### src/hw/bmr_pkg.sv
// shared constants and types of the broadcast message receiver
package bmr_pkg;
   // ==========================================================================
   // widths and depths
   localparam int MSG_W       = 8;     // one message byte
   localparam int CH0_DEPTH   = 8;     // channel 0 queue entries
   localparam int BUF_DEPTH   = 32;    // ingress buffer words
   localparam int BOARD_MAX   = 20;    // boards one write can reach
   localparam int ADDR_W      = 31;    // bus address lines 31..1
   // ==========================================================================
   // broadcast address layout (addr index n holds bus line n+1)
   localparam logic [7:0] BCAST_BASE = 8'hFA;  // upper address byte of the area
   localparam int BASE_LSB    = 23;    // bus line 24
   localparam int CH_BIT      = 0;     // bus line 1 picks the channel
   localparam int MASK_LSB    = 1;     // bus lines 2..21, one per board
   localparam int SLOT_W      = 5;
   // ==========================================================================
   // reset values
   localparam logic [2:0] LVL_NONE = 3'h0;  // no request on the local line
   localparam logic [3:0] CNT_ZERO = 4'h0;
   // ==========================================================================
   // bus slave states, one-hot
   typedef enum logic [2:0] {
      BMR_IDLE = 3'b001,
      BMR_ACK  = 3'b010,
      BMR_HOLD = 3'b100
   } bmr_state_t;
   // sampled bus pins
   typedef struct packed {
      logic              as_n;
      logic              ds_n;
      logic              write_n;
      logic [ADDR_W-1:0] addr;
      logic [MSG_W-1:0]  data;
      logic [SLOT_W-1:0] slot;
   } bmr_bus_t;
   // message handed to the local side
   typedef struct packed {
      logic             valid;
      logic [MSG_W-1:0] data;
   } bmr_msg_t;
endpackage : bmr_pkg

### src/hw/bmr_fifo.sv
// parameterised first-in first-out buffer with valid/ready on both sides
`timescale 1ns/1ps
module bmr_fifo #(
   parameter int WIDTH = 8,
   parameter int DEPTH = 32
) (
   // clock and reset
   input  wire logic             i_clk,
   input  wire logic             i_rst,
   input  wire logic             i_ce,
   // fill side
   input  wire logic             i_in_valid,
   output logic                  o_in_ready,
   input  wire logic [WIDTH-1:0] i_in_data,
   // drain side
   output logic                  o_out_valid,
   input  wire logic             i_out_ready,
   output logic      [WIDTH-1:0] o_out_data
);
   localparam int AW = $clog2(DEPTH);
   typedef struct packed {
      logic [DEPTH-1:0][WIDTH-1:0] mem;
      logic [AW-1:0]               wr;
      logic [AW-1:0]               rd;
      logic [AW:0]                 cnt;
   } bmr_fifo_st_t;
   bmr_fifo_st_t q;
   bmr_fifo_st_t next_q;
   logic         push;
   logic         pop;
   // ==========================================================================
   // honest flags straight from the count
   assign o_in_ready  = (q.cnt != (AW+1)'(DEPTH));
   assign o_out_valid = (q.cnt != '0);
   assign o_out_data  = q.mem[q.rd];
   assign push        = i_in_valid && o_in_ready;
   assign pop         = o_out_valid && i_out_ready;
   // next state
   always_comb begin
      next_q = q;
      if (push) begin
         next_q.mem[q.wr] = i_in_data;
         next_q.wr        = (q.wr == AW'(DEPTH-1)) ? '0 : q.wr + 1'b1;
      end
      if (pop) begin
         next_q.rd = (q.rd == AW'(DEPTH-1)) ? '0 : q.rd + 1'b1;
      end
      next_q.cnt = q.cnt + (AW+1)'(push) - (AW+1)'(pop);
   end
   // registers
   always_ff @(posedge i_clk or posedge i_rst) begin
      if (i_rst) begin
         q <= '0;
      end else if (i_ce) begin
         q <= next_q;
      end
   end
endmodule : bmr_fifo

### src/hw/bmr_top.sv
// broadcast message receiver: bus write capture, two message channels, local requests
`timescale 1ns/1ps
// Summary of operation
// - a message arrives as one plain bus write cycle, answered with an ordinary data acknowledge.
// - one write reaches every board whose bit is set in the twenty-bit board field of the address.
// - a selected board stores the message and raises its local request at the chosen level.
// - the two channels keep separate storage, status and request logic.
// - channel 0 queues messages forty deep in arrival order: eight queue entries fed from the 32-word ingress buffer.
// - channel 1 holds a single message, the newest one written.
// - each channel's request level is set by software from 1 to 7, 0 leaving it silent.
module bmr_top (
   // clock and reset
   input  wire logic                          i_clk,
   input  wire logic                          i_rst,
   input  wire logic                          i_ce,
   // bus pins
   input  wire logic                          i_vme_as_n,
   input  wire logic                          i_vme_ds_n,
   input  wire logic                          i_vme_write_n,
   input  wire logic [bmr_pkg::ADDR_W-1:0]    i_vme_addr,
   input  wire logic [bmr_pkg::MSG_W-1:0]     i_vme_data,
   output logic                               o_vme_dtack_n_o,
   output logic                               o_vme_dtack_n_oe,
   // board slot strap, 0..19
   input  wire logic [bmr_pkg::SLOT_W-1:0]    i_slot,
   // local side
   input  wire logic [2:0]                    i_lvl0,
   input  wire logic [2:0]                    i_lvl1,
   input  wire logic                          i_rd0,
   input  wire logic                          i_rd1,
   output bmr_pkg::bmr_msg_t                  o_msg0,
   output bmr_pkg::bmr_msg_t                  o_msg1,
   output logic [2:0]                         o_irq0_lvl,
   output logic [2:0]                         o_irq1_lvl
);
   typedef struct packed {
      bmr_pkg::bmr_bus_t                                         s1;
      bmr_pkg::bmr_bus_t                                         s2;
      bmr_pkg::bmr_state_t                                       st;
      logic                                                      dtack;
      logic [bmr_pkg::CH0_DEPTH-1:0][bmr_pkg::MSG_W-1:0]         mem0;
      logic [2:0]                                                wr0;
      logic [2:0]                                                rd0;
      logic [3:0]                                                cnt0;
      logic                                                      full1;
      logic [bmr_pkg::MSG_W-1:0]                                 msg1;
      bmr_pkg::bmr_msg_t                                         out0;
      bmr_pkg::bmr_msg_t                                         out1;
      logic [2:0]                                                irq0;
      logic [2:0]                                                irq1;
   } bmr_st_t;

   bmr_st_t                    q;
   bmr_st_t                    next_q;
   bmr_pkg::bmr_bus_t          pins;
   logic                       hit;
   logic                       sel;
   logic                       cycle;
   logic                       cap0;
   logic                       cap1;
   logic                       buf_ready;
   logic                       buf_valid;
   logic [bmr_pkg::MSG_W-1:0]  buf_data;
   logic                       push0;
   logic                       pop0;

   // ==========================================================================
   // board selection from the address
   function automatic logic board_hit(input logic [bmr_pkg::ADDR_W-1:0] a,
                                      input logic [bmr_pkg::SLOT_W-1:0] s);
      logic [bmr_pkg::BOARD_MAX-1:0] mask;
      mask = a[bmr_pkg::MASK_LSB +: bmr_pkg::BOARD_MAX];
      return (s < bmr_pkg::SLOT_W'(bmr_pkg::BOARD_MAX)) && mask[s];
   endfunction : board_hit

   assign pins = '{as_n: i_vme_as_n, ds_n: i_vme_ds_n, write_n: i_vme_write_n,
                   addr: i_vme_addr, data: i_vme_data, slot: i_slot};

   // decode on the second sync stage only
   assign cycle = !q.s2.as_n && !q.s2.ds_n && !q.s2.write_n;
   assign hit   = cycle && (q.s2.addr[bmr_pkg::BASE_LSB +: 8] == bmr_pkg::BCAST_BASE);
   assign sel   = hit && board_hit(q.s2.addr, q.s2.slot);
   // channel 0 waits for buffer room, which holds off the acknowledge
   assign cap0  = (q.st == bmr_pkg::BMR_IDLE) && sel && !q.s2.addr[bmr_pkg::CH_BIT] && buf_ready;
   assign cap1  = (q.st == bmr_pkg::BMR_IDLE) && sel && q.s2.addr[bmr_pkg::CH_BIT];
   // queue drains the buffer only while it has room
   assign push0 = buf_valid && (q.cnt0 != 4'(bmr_pkg::CH0_DEPTH));
   assign pop0  = i_rd0 && (q.cnt0 != bmr_pkg::CNT_ZERO);

   // ==========================================================================
   // ingress buffer in the channel 0 path
   bmr_fifo #(
      .WIDTH(bmr_pkg::MSG_W),
      .DEPTH(bmr_pkg::BUF_DEPTH)
   ) u_buf (
      .i_clk      (i_clk),
      .i_rst      (i_rst),
      .i_ce       (i_ce),
      .i_in_valid (cap0),
      .o_in_ready (buf_ready),
      .i_in_data  (q.s2.data),
      .o_out_valid(buf_valid),
      .i_out_ready(push0),
      .o_out_data (buf_data)
   );

   // ==========================================================================
   // next state
   always_comb begin
      next_q      = q;
      next_q.s1   = pins;
      next_q.s2   = q.s1;
      // bus slave: one acknowledge per write cycle
      case (q.st)
         bmr_pkg::BMR_IDLE: begin
            if (cap0 || cap1) begin
               next_q.st    = bmr_pkg::BMR_ACK;
               next_q.dtack = 1'b1;
            end
         end
         bmr_pkg::BMR_ACK: begin
            if (q.s2.ds_n) begin
               next_q.st    = bmr_pkg::BMR_HOLD;
               next_q.dtack = 1'b0;
            end
         end
         bmr_pkg::BMR_HOLD: begin
            // one idle cycle so the same strobe never counts twice
            next_q.st = bmr_pkg::BMR_IDLE;
         end
         default: begin
            next_q.st    = bmr_pkg::BMR_IDLE;
            next_q.dtack = 1'b0;
         end
      endcase
      // channel 0 queue
      next_q.out0.valid = pop0;
      if (pop0) begin
         next_q.out0.data = q.mem0[q.rd0];
         next_q.rd0       = q.rd0 + 3'h1;
      end
      if (push0) begin
         next_q.mem0[q.wr0] = buf_data;
         next_q.wr0         = q.wr0 + 3'h1;
      end
      next_q.cnt0 = q.cnt0 + 4'(push0) - 4'(pop0);
      // channel 1 single slot: a fresh message beats a read in the same cycle
      next_q.out1.valid = i_rd1 && q.full1;
      if (i_rd1 && q.full1) begin
         next_q.out1.data = q.msg1;
         next_q.full1     = 1'b0;
      end
      if (cap1) begin
         next_q.msg1  = q.s2.data;
         next_q.full1 = 1'b1;
      end
      // separate request per channel, level 0 keeps it silent
      next_q.irq0 = (next_q.cnt0 != bmr_pkg::CNT_ZERO) ? i_lvl0 : bmr_pkg::LVL_NONE;
      next_q.irq1 = next_q.full1 ? i_lvl1 : bmr_pkg::LVL_NONE;
   end

   // registers
   always_ff @(posedge i_clk or posedge i_rst) begin
      if (i_rst) begin
         q      <= '0;
         q.st   <= bmr_pkg::BMR_IDLE;
         q.s1   <= '1;
         q.s2   <= '1;
      end else if (i_ce) begin
         q <= next_q;
      end
   end

   // outputs straight from flops; acknowledge pin is only ever pulled low
   assign o_vme_dtack_n_o  = 1'b0;
   assign o_vme_dtack_n_oe = q.dtack;
   assign o_msg0           = q.out0;
   assign o_msg1           = q.out1;
   assign o_irq0_lvl       = q.irq0;
   assign o_irq1_lvl       = q.irq1;
endmodule : bmr_top

### config.mk
export PLATFORM = sky130hd
export DESIGN_NAME = bmr_top
export DESIGN_NICKNAME = d
export VERILOG_FILES = /design/src/hw/bmr_pkg.sv /design/src/hw/bmr_fifo.sv /design/src/hw/bmr_top.sv
export SDC_FILE = /design/constraint.sdc
export NUM_CORES = 1
export LEC_CHECK = 0
export CAP_MARGIN = 20
export CELL_PAD_IN_SITES_DETAIL_PLACEMENT = 1
export CELL_PAD_IN_SITES_GLOBAL_PLACEMENT = 1
export CORE_AREA = 3 3 250 252
export CTS_CLUSTER_SIZE = 30
export DETAILED_ROUTE_END_ITERATION = 8
export DIE_AREA = 0 0 253 255
export DONT_BUFFER_PORTS = 1
export PLACE_DENSITY_LB_ADDON = 0.1
export SLEW_MARGIN = 20
export SYNTH_ARGS = -nofsm -noshare
export SYNTH_HDL_FRONTEND = slang
export SYNTH_SLANG_ARGS = --single-unit
### constraint.sdc
create_clock -name i_clk -period 14 [get_ports i_clk]
set_input_delay 2.1 -clock i_clk [delete_from_list [all_inputs] [get_ports i_clk]]
set_output_delay 2.1 -clock i_clk [all_outputs]
set_load 0.1 [all_outputs]
# Word-level counts from Yosys, hierarchy flattened

Index checks and enable logic that the tools add are counted.

Bits in registers: 477
ROM bits: 0
Input bits: 58
Output and inout port bits: 26
Bits in latches: 0
Bits in writable memories: 0
Memories kept: 0

Reductions and logical operators: 32
Div/mod/pow operators: 0
$lt $le $gt $ge: 8
Multipliers: 0
$add $sub $neg: 8
Mux-type cells: 22
Shift-type cells: 0
Bitwise operators: 1
Eq/ne operators: 10

Operators with widths:

| operator            | count |
|---|---|
| $bwmux 256          | 1 |
| $bwmux 64           | 1 |
| $bmux 8 s5          | 1 |
| $demux 8 s5         | 1 |
| $mux 8              | 4 |
| $bmux 8 s3          | 1 |
| $demux 8 s3         | 1 |
| $lt 5x6->1 const B  | 3 |
| $logic_and 1x1->1   | 16 |
| $reduce_and 2->1    | 6 |
| $add 5x1->5 const B | 2 |
| $eq 5x5->1 const B  | 2 |
| $mux 5              | 2 |
| $mux 9              | 1 |
| $eq 8x8->1 const B  | 1 |
| $lt 3x4->1 const B  | 2 |
| $mux 4              | 2 |
| $reduce_bool 4->1   | 2 |
| $add 3x1->3 const B | 2 |
| $add 6x1->6         | 1 |
| $mux 3              | 2 |
| $ne 6x6->1 const B  | 1 |
| $pmux 3 s2          | 1 |
| $reduce_bool 6->1   | 1 |
| other kinds (20)    | 24 |

# Longest topological paths before layout

Word-level depth: 11
Mapped depth: 14
Depth with buffers taken out: 14

# By module

Synthesis repeated with hierarchy kept, for this count alone.

Cells, all modules: 1462
Area, all modules: 22063.7 um^2

By module, submodules not included:

| module   | cells each | instances | sequential area each (um^2) | area each (um^2) |
|---|---|---|---|---|
| bmr_fifo | 870        | 1         | 6806.5                      | 13235.2 |
| bmr_top  | 592        | 1         | 5143.7                      | 8828.5 |

# Least setup slack after synthesis

No wires, ideal clock.

Path kind: input port to flip-flop
From: in i_rd0
To: reg q (netlist bit o_irq0_lvl[2])
Setup time: 0.149 ns
Cell stages on the path: 7
Arrival time: 3.889 ns
Setup slack: 9.962 ns
Required time: 13.851 ns
Cell sequence: a21boi_0 > ha_1 > inv_1 > ha_1 > fa_1 > o41ai_1 > o22ai_1

RTL lines:

| item                   | line           | RTL |
|---|---|---|
| start: declaration     | bmr_top.sv:29  | `input wire logic i_rd0,` |
| end signal: assignment | bmr_top.sv:170 | `q <= next_q;` |
| end: declaration       | bmr_top.sv:53  | `bmr_st_t q;` |

==> metrics.md <==
| Metric | Value |
|---|---|
| Outcome | completed |
| RSZ-0062 raised after global routing | no |
| Hold-fix buffer count after cts | 0 |
| Clk_lat worst skew | 0.60 ns |
| Post-synth top flop | dfrtp_1 |
| Seq/Total Area, Yosys | approximately 55% |
| CP startpoint | i_rd0 |
| Critical-path top delay cell | o41ai_1 |
| Slew @ Worst Pin | roughly 1 ns |
| Die H | 255 um |
| Crit path cell chain | a21boi_0 > ha_1 > inv_1 > ha_1 > fa_1 > o41ai_1 > o22ai_1 |
| #FFs+latches synth | approximately 470 |
| Top cells by area, synth | dfrtp_1 44%, mux2_2 23%, dfstp_2 11% |
| Syn nets | between 1500 and 2000 |
| First-pass GRT wire length | around 80000 um |
| Fin crit period | 4.00 ns |
| Vias | 11653 |
| F_max | ~0.25 GHz |
| Grt ovf | 0 |
| H-Tree Depth | 2 |
| Synth top cells by count | 441 x mux2_2, 382 x dfrtp_1, 99 x mux4_2, 91 x dfstp_2, 64 x nand2_1 |
| Setup repair bufs after CTS | 0 |
| Routed len/inst | ~23 um |
| Ratio of cells with drive above 1 in the final layout | about half |
| Initial antenna violation count | 1 |
| Area grow syn2layout | 11.0% |
| Internal Pwr Total | between 2000 and 3000 uW |
| Yosys top cell area share | around 44% |
| Pre-CTS WS | ~9.4 ns |
| Inserted Clock Buffers | 54 |
| CTS clock-pin slew for the worst setup and hold paths | ~0.06 ns |
| WP buf/inv | 1 |
| Syn_area_per_cell | about 15 sq um |
| Worst VDD drop | approximately 0.00010 V |
| PnR worst setup slack | ~10 ns |
| Final Cycle Share | between 20 and 30% |
| Clock sink total | 473 |
| Largest net degree at the start of global routing | approximately 180 |
| Post-synthesis cell type count | 51 |
| Slowest stage delay, CP | ~0.78 ns |
| Post-Synthesis Cells | approximately 1400 |
| CP required | approximately 14 ns |
| Clock skew | approximately 0.026 ns |
| Via-per-instance ratio | roughly 5.2 |
| Initial DRC count | between 500 and 600 |
| Mapped Area | 21700 sq um |
| Vias in the first global route | about 13000 |
| Antenna-violating nets left | 0 |
| Static leakage | around 0.011 uW |
| Final wirelength | 51200 um |
| Worst Hold Class | flop to flop |
| Final max-slew violation count | 0 |
| PwrDens | between 100 and 150 nW/um^2 |
| Residual DRC count | 0 |
| Num rows | 90 |
| Asr flop ratio synth | between 90% and 100% |
| Hold Vio Cnt, Final | 0 |
| Family with the most delay on the worst path | compound AO/OA/AOI/OAI gates |
| Comb power frac | about 15% |
| PortBufs | 0 |
| Clock buffer depth | 3 |
| Most area-hungry cell type in the Yosys netlist | dfrtp_1 |
| CP Capture Type | flop |
| PostCTS Resize Cnt | 0 |
| Dpl hpwl | around 32000 um |
| Multi-input gate area | slightly above 9000 sq um |
| DIE WIDTH | roughly 250 um |
| Post-synth EDFFs | 0 |
| Critical path launch point type | input pin |
| CP max FO | 3 |
| Clock Tree Root | clkbuf_16 |
| Total GRT Usage | around 16% |
| Die footprint | ~65000 sq um |
| Setup TNS Final | 0 ns |
| Sequential cell area | 12000 sq um |
| Final setup vio count | 0 |
| Hold path startpoint | u_buf.q[125] |
| Top-count cell post-synth | mux2_2 |
| Crit path arrival time | 4.43 ns |
| CP dominant cell by count | ha_1 |
| Starting Density | a little over a third |
| Core Region | around 60000 sq um |
| GPL Wtd Cong | 0.701 |
| Warnings, synthesis | 0 |
| Max-cap viol count | 0 |
| Max_slew headroom | a little under a third |
| Post-layout util | approximately two fifths |
| Sw Share | between 20% and 30% |
| FF-to-FF Start | u_buf.q[2] |
| Seq pwr share | a little under half |
| Io pins | 84 |
| Final layout net count | between 1000 and 1500 |
| Critical path type | input pin to flop |
| Clock share of power | about two fifths |
| CTS tree | built |
| Drt pass-1 iters | 4 |
| P_sw | about 1000 uW |
| Number of diodes | 0 |
| Number of fill cells | 6013 |
-- cells in the final DEF, fill, tap and decap left out, types with 2 or more instances in the layout --
master	n
inv_1	31
clkbuf_1	15
bufinv_16	2
ha_1	24
dfrtp_1	380
nor2b_1	3
a22oi_1	3
clkbuf_16	54
clkinv_2	7
o21ai_0	25
mux4_2	99
xor2_1	3
nand3_1	10
and2_0	4
and2_1	2
xnor2_1	7
nand2_1	64
o41ai_1	2
a31oi_1	3
nand4_1	8
and3_1	4
nand3b_1	3
dfstp_2	91
mux2_2	441
a221oi_1	2
dfrtp_4	2
mux2i_1	17
a21oi_1	9
fa_1	2
nor3_1	21
a21o_1	7
buf_4	9
nor2_1	20
nand4_2	8
clkbuf_8	17
clkinv_4	2
o31ai_1	3
nand2b_1	6
o22ai_1	6
nor3b_1	3
-- cells by family after synthesis --
| kind of cell | Yosys count | share of synthesized area, % |
|---|---|---|
| AO/OA/AOI/OAI | 66 | 1.86 |
| XOR/XNOR | 10 | 0.404 |
| adder cells (fa/ha/maj) | 26 | 1.57 |
| buffers and inverters | 140 | 3.04 |
| flip-flops | 473 | 55.1 |
| multiplexers | 557 | 33.9 |
| other | 1 | 0.0173 |
| AND/OR/NAND/NOR | 166 | 4.08 |
-- state kept, by name (all words and copies together) (netlist names) --
register,cells
q,131
o_vme_dtack_n_oe,1
next_q,45
o_irq0_lvl,3
o_irq1_lvl,3
u_buf.q,272
o_msg0,9
o_msg1,9
-- metrics by stage --
stage,total power [uW],hold WS [ns],cells,cell area [sq um]
3_5_place_dp,2240,0.489,2124,22300
6_report,3600,0.500,2224,24100
3_3_place_gp,2230,0.482,2124,22300
2_1_floorplan,2070,0.451,1439,21700
5_1_grt,3800,0.507,2224,24100
4_1_cts,3680,0.502,2223,24000
-- per-layer routing --
layer	routed length, um	GRT usage (%)	vias up
li1	-	-	5183
met1	24200	22.6	6288
met2	24700	27.0	120
met3	1430	2.42	62
met4	909	3.77	0
met5	0	0	-
-- path summary, 6_finish.rpt --
kind,slack [ns],endpoint,depth (start not counted)
max in group asynchronous,10.68,q[25],3
min in group asynchronous,1.37,q[43],1
worst min register to register,0.50,u_buf.q[125],1
worst max register to register,10.31,o_irq0_lvl[2],12
worst max-delay path,10.0,o_irq0_lvl[2],7
worst min-delay path,0.50,u_buf.q[125],1
-- cell type report --
type,instances,share of cell area [%]
sequential,473,49.7
multi-input combinational,826,37.8
clock buffer,86,6.82
tap,782,4.06
clock inverter,13,0.618
timing repair buffer,12,0.525
inverter,32,0.514
-- power by group through the flow --
stage                     clock network, uW  registers [uW]  logic (uW)
after floorplan                           0            1520         551
after global placement                    0            1690         540
after detailed placement                  0            1690         548
after CTS                              1460            1670         551
after global routing                   1520            1680         599
final                                  1410            1660         535
No activity file was read; power rests on OpenSTA's default activity.
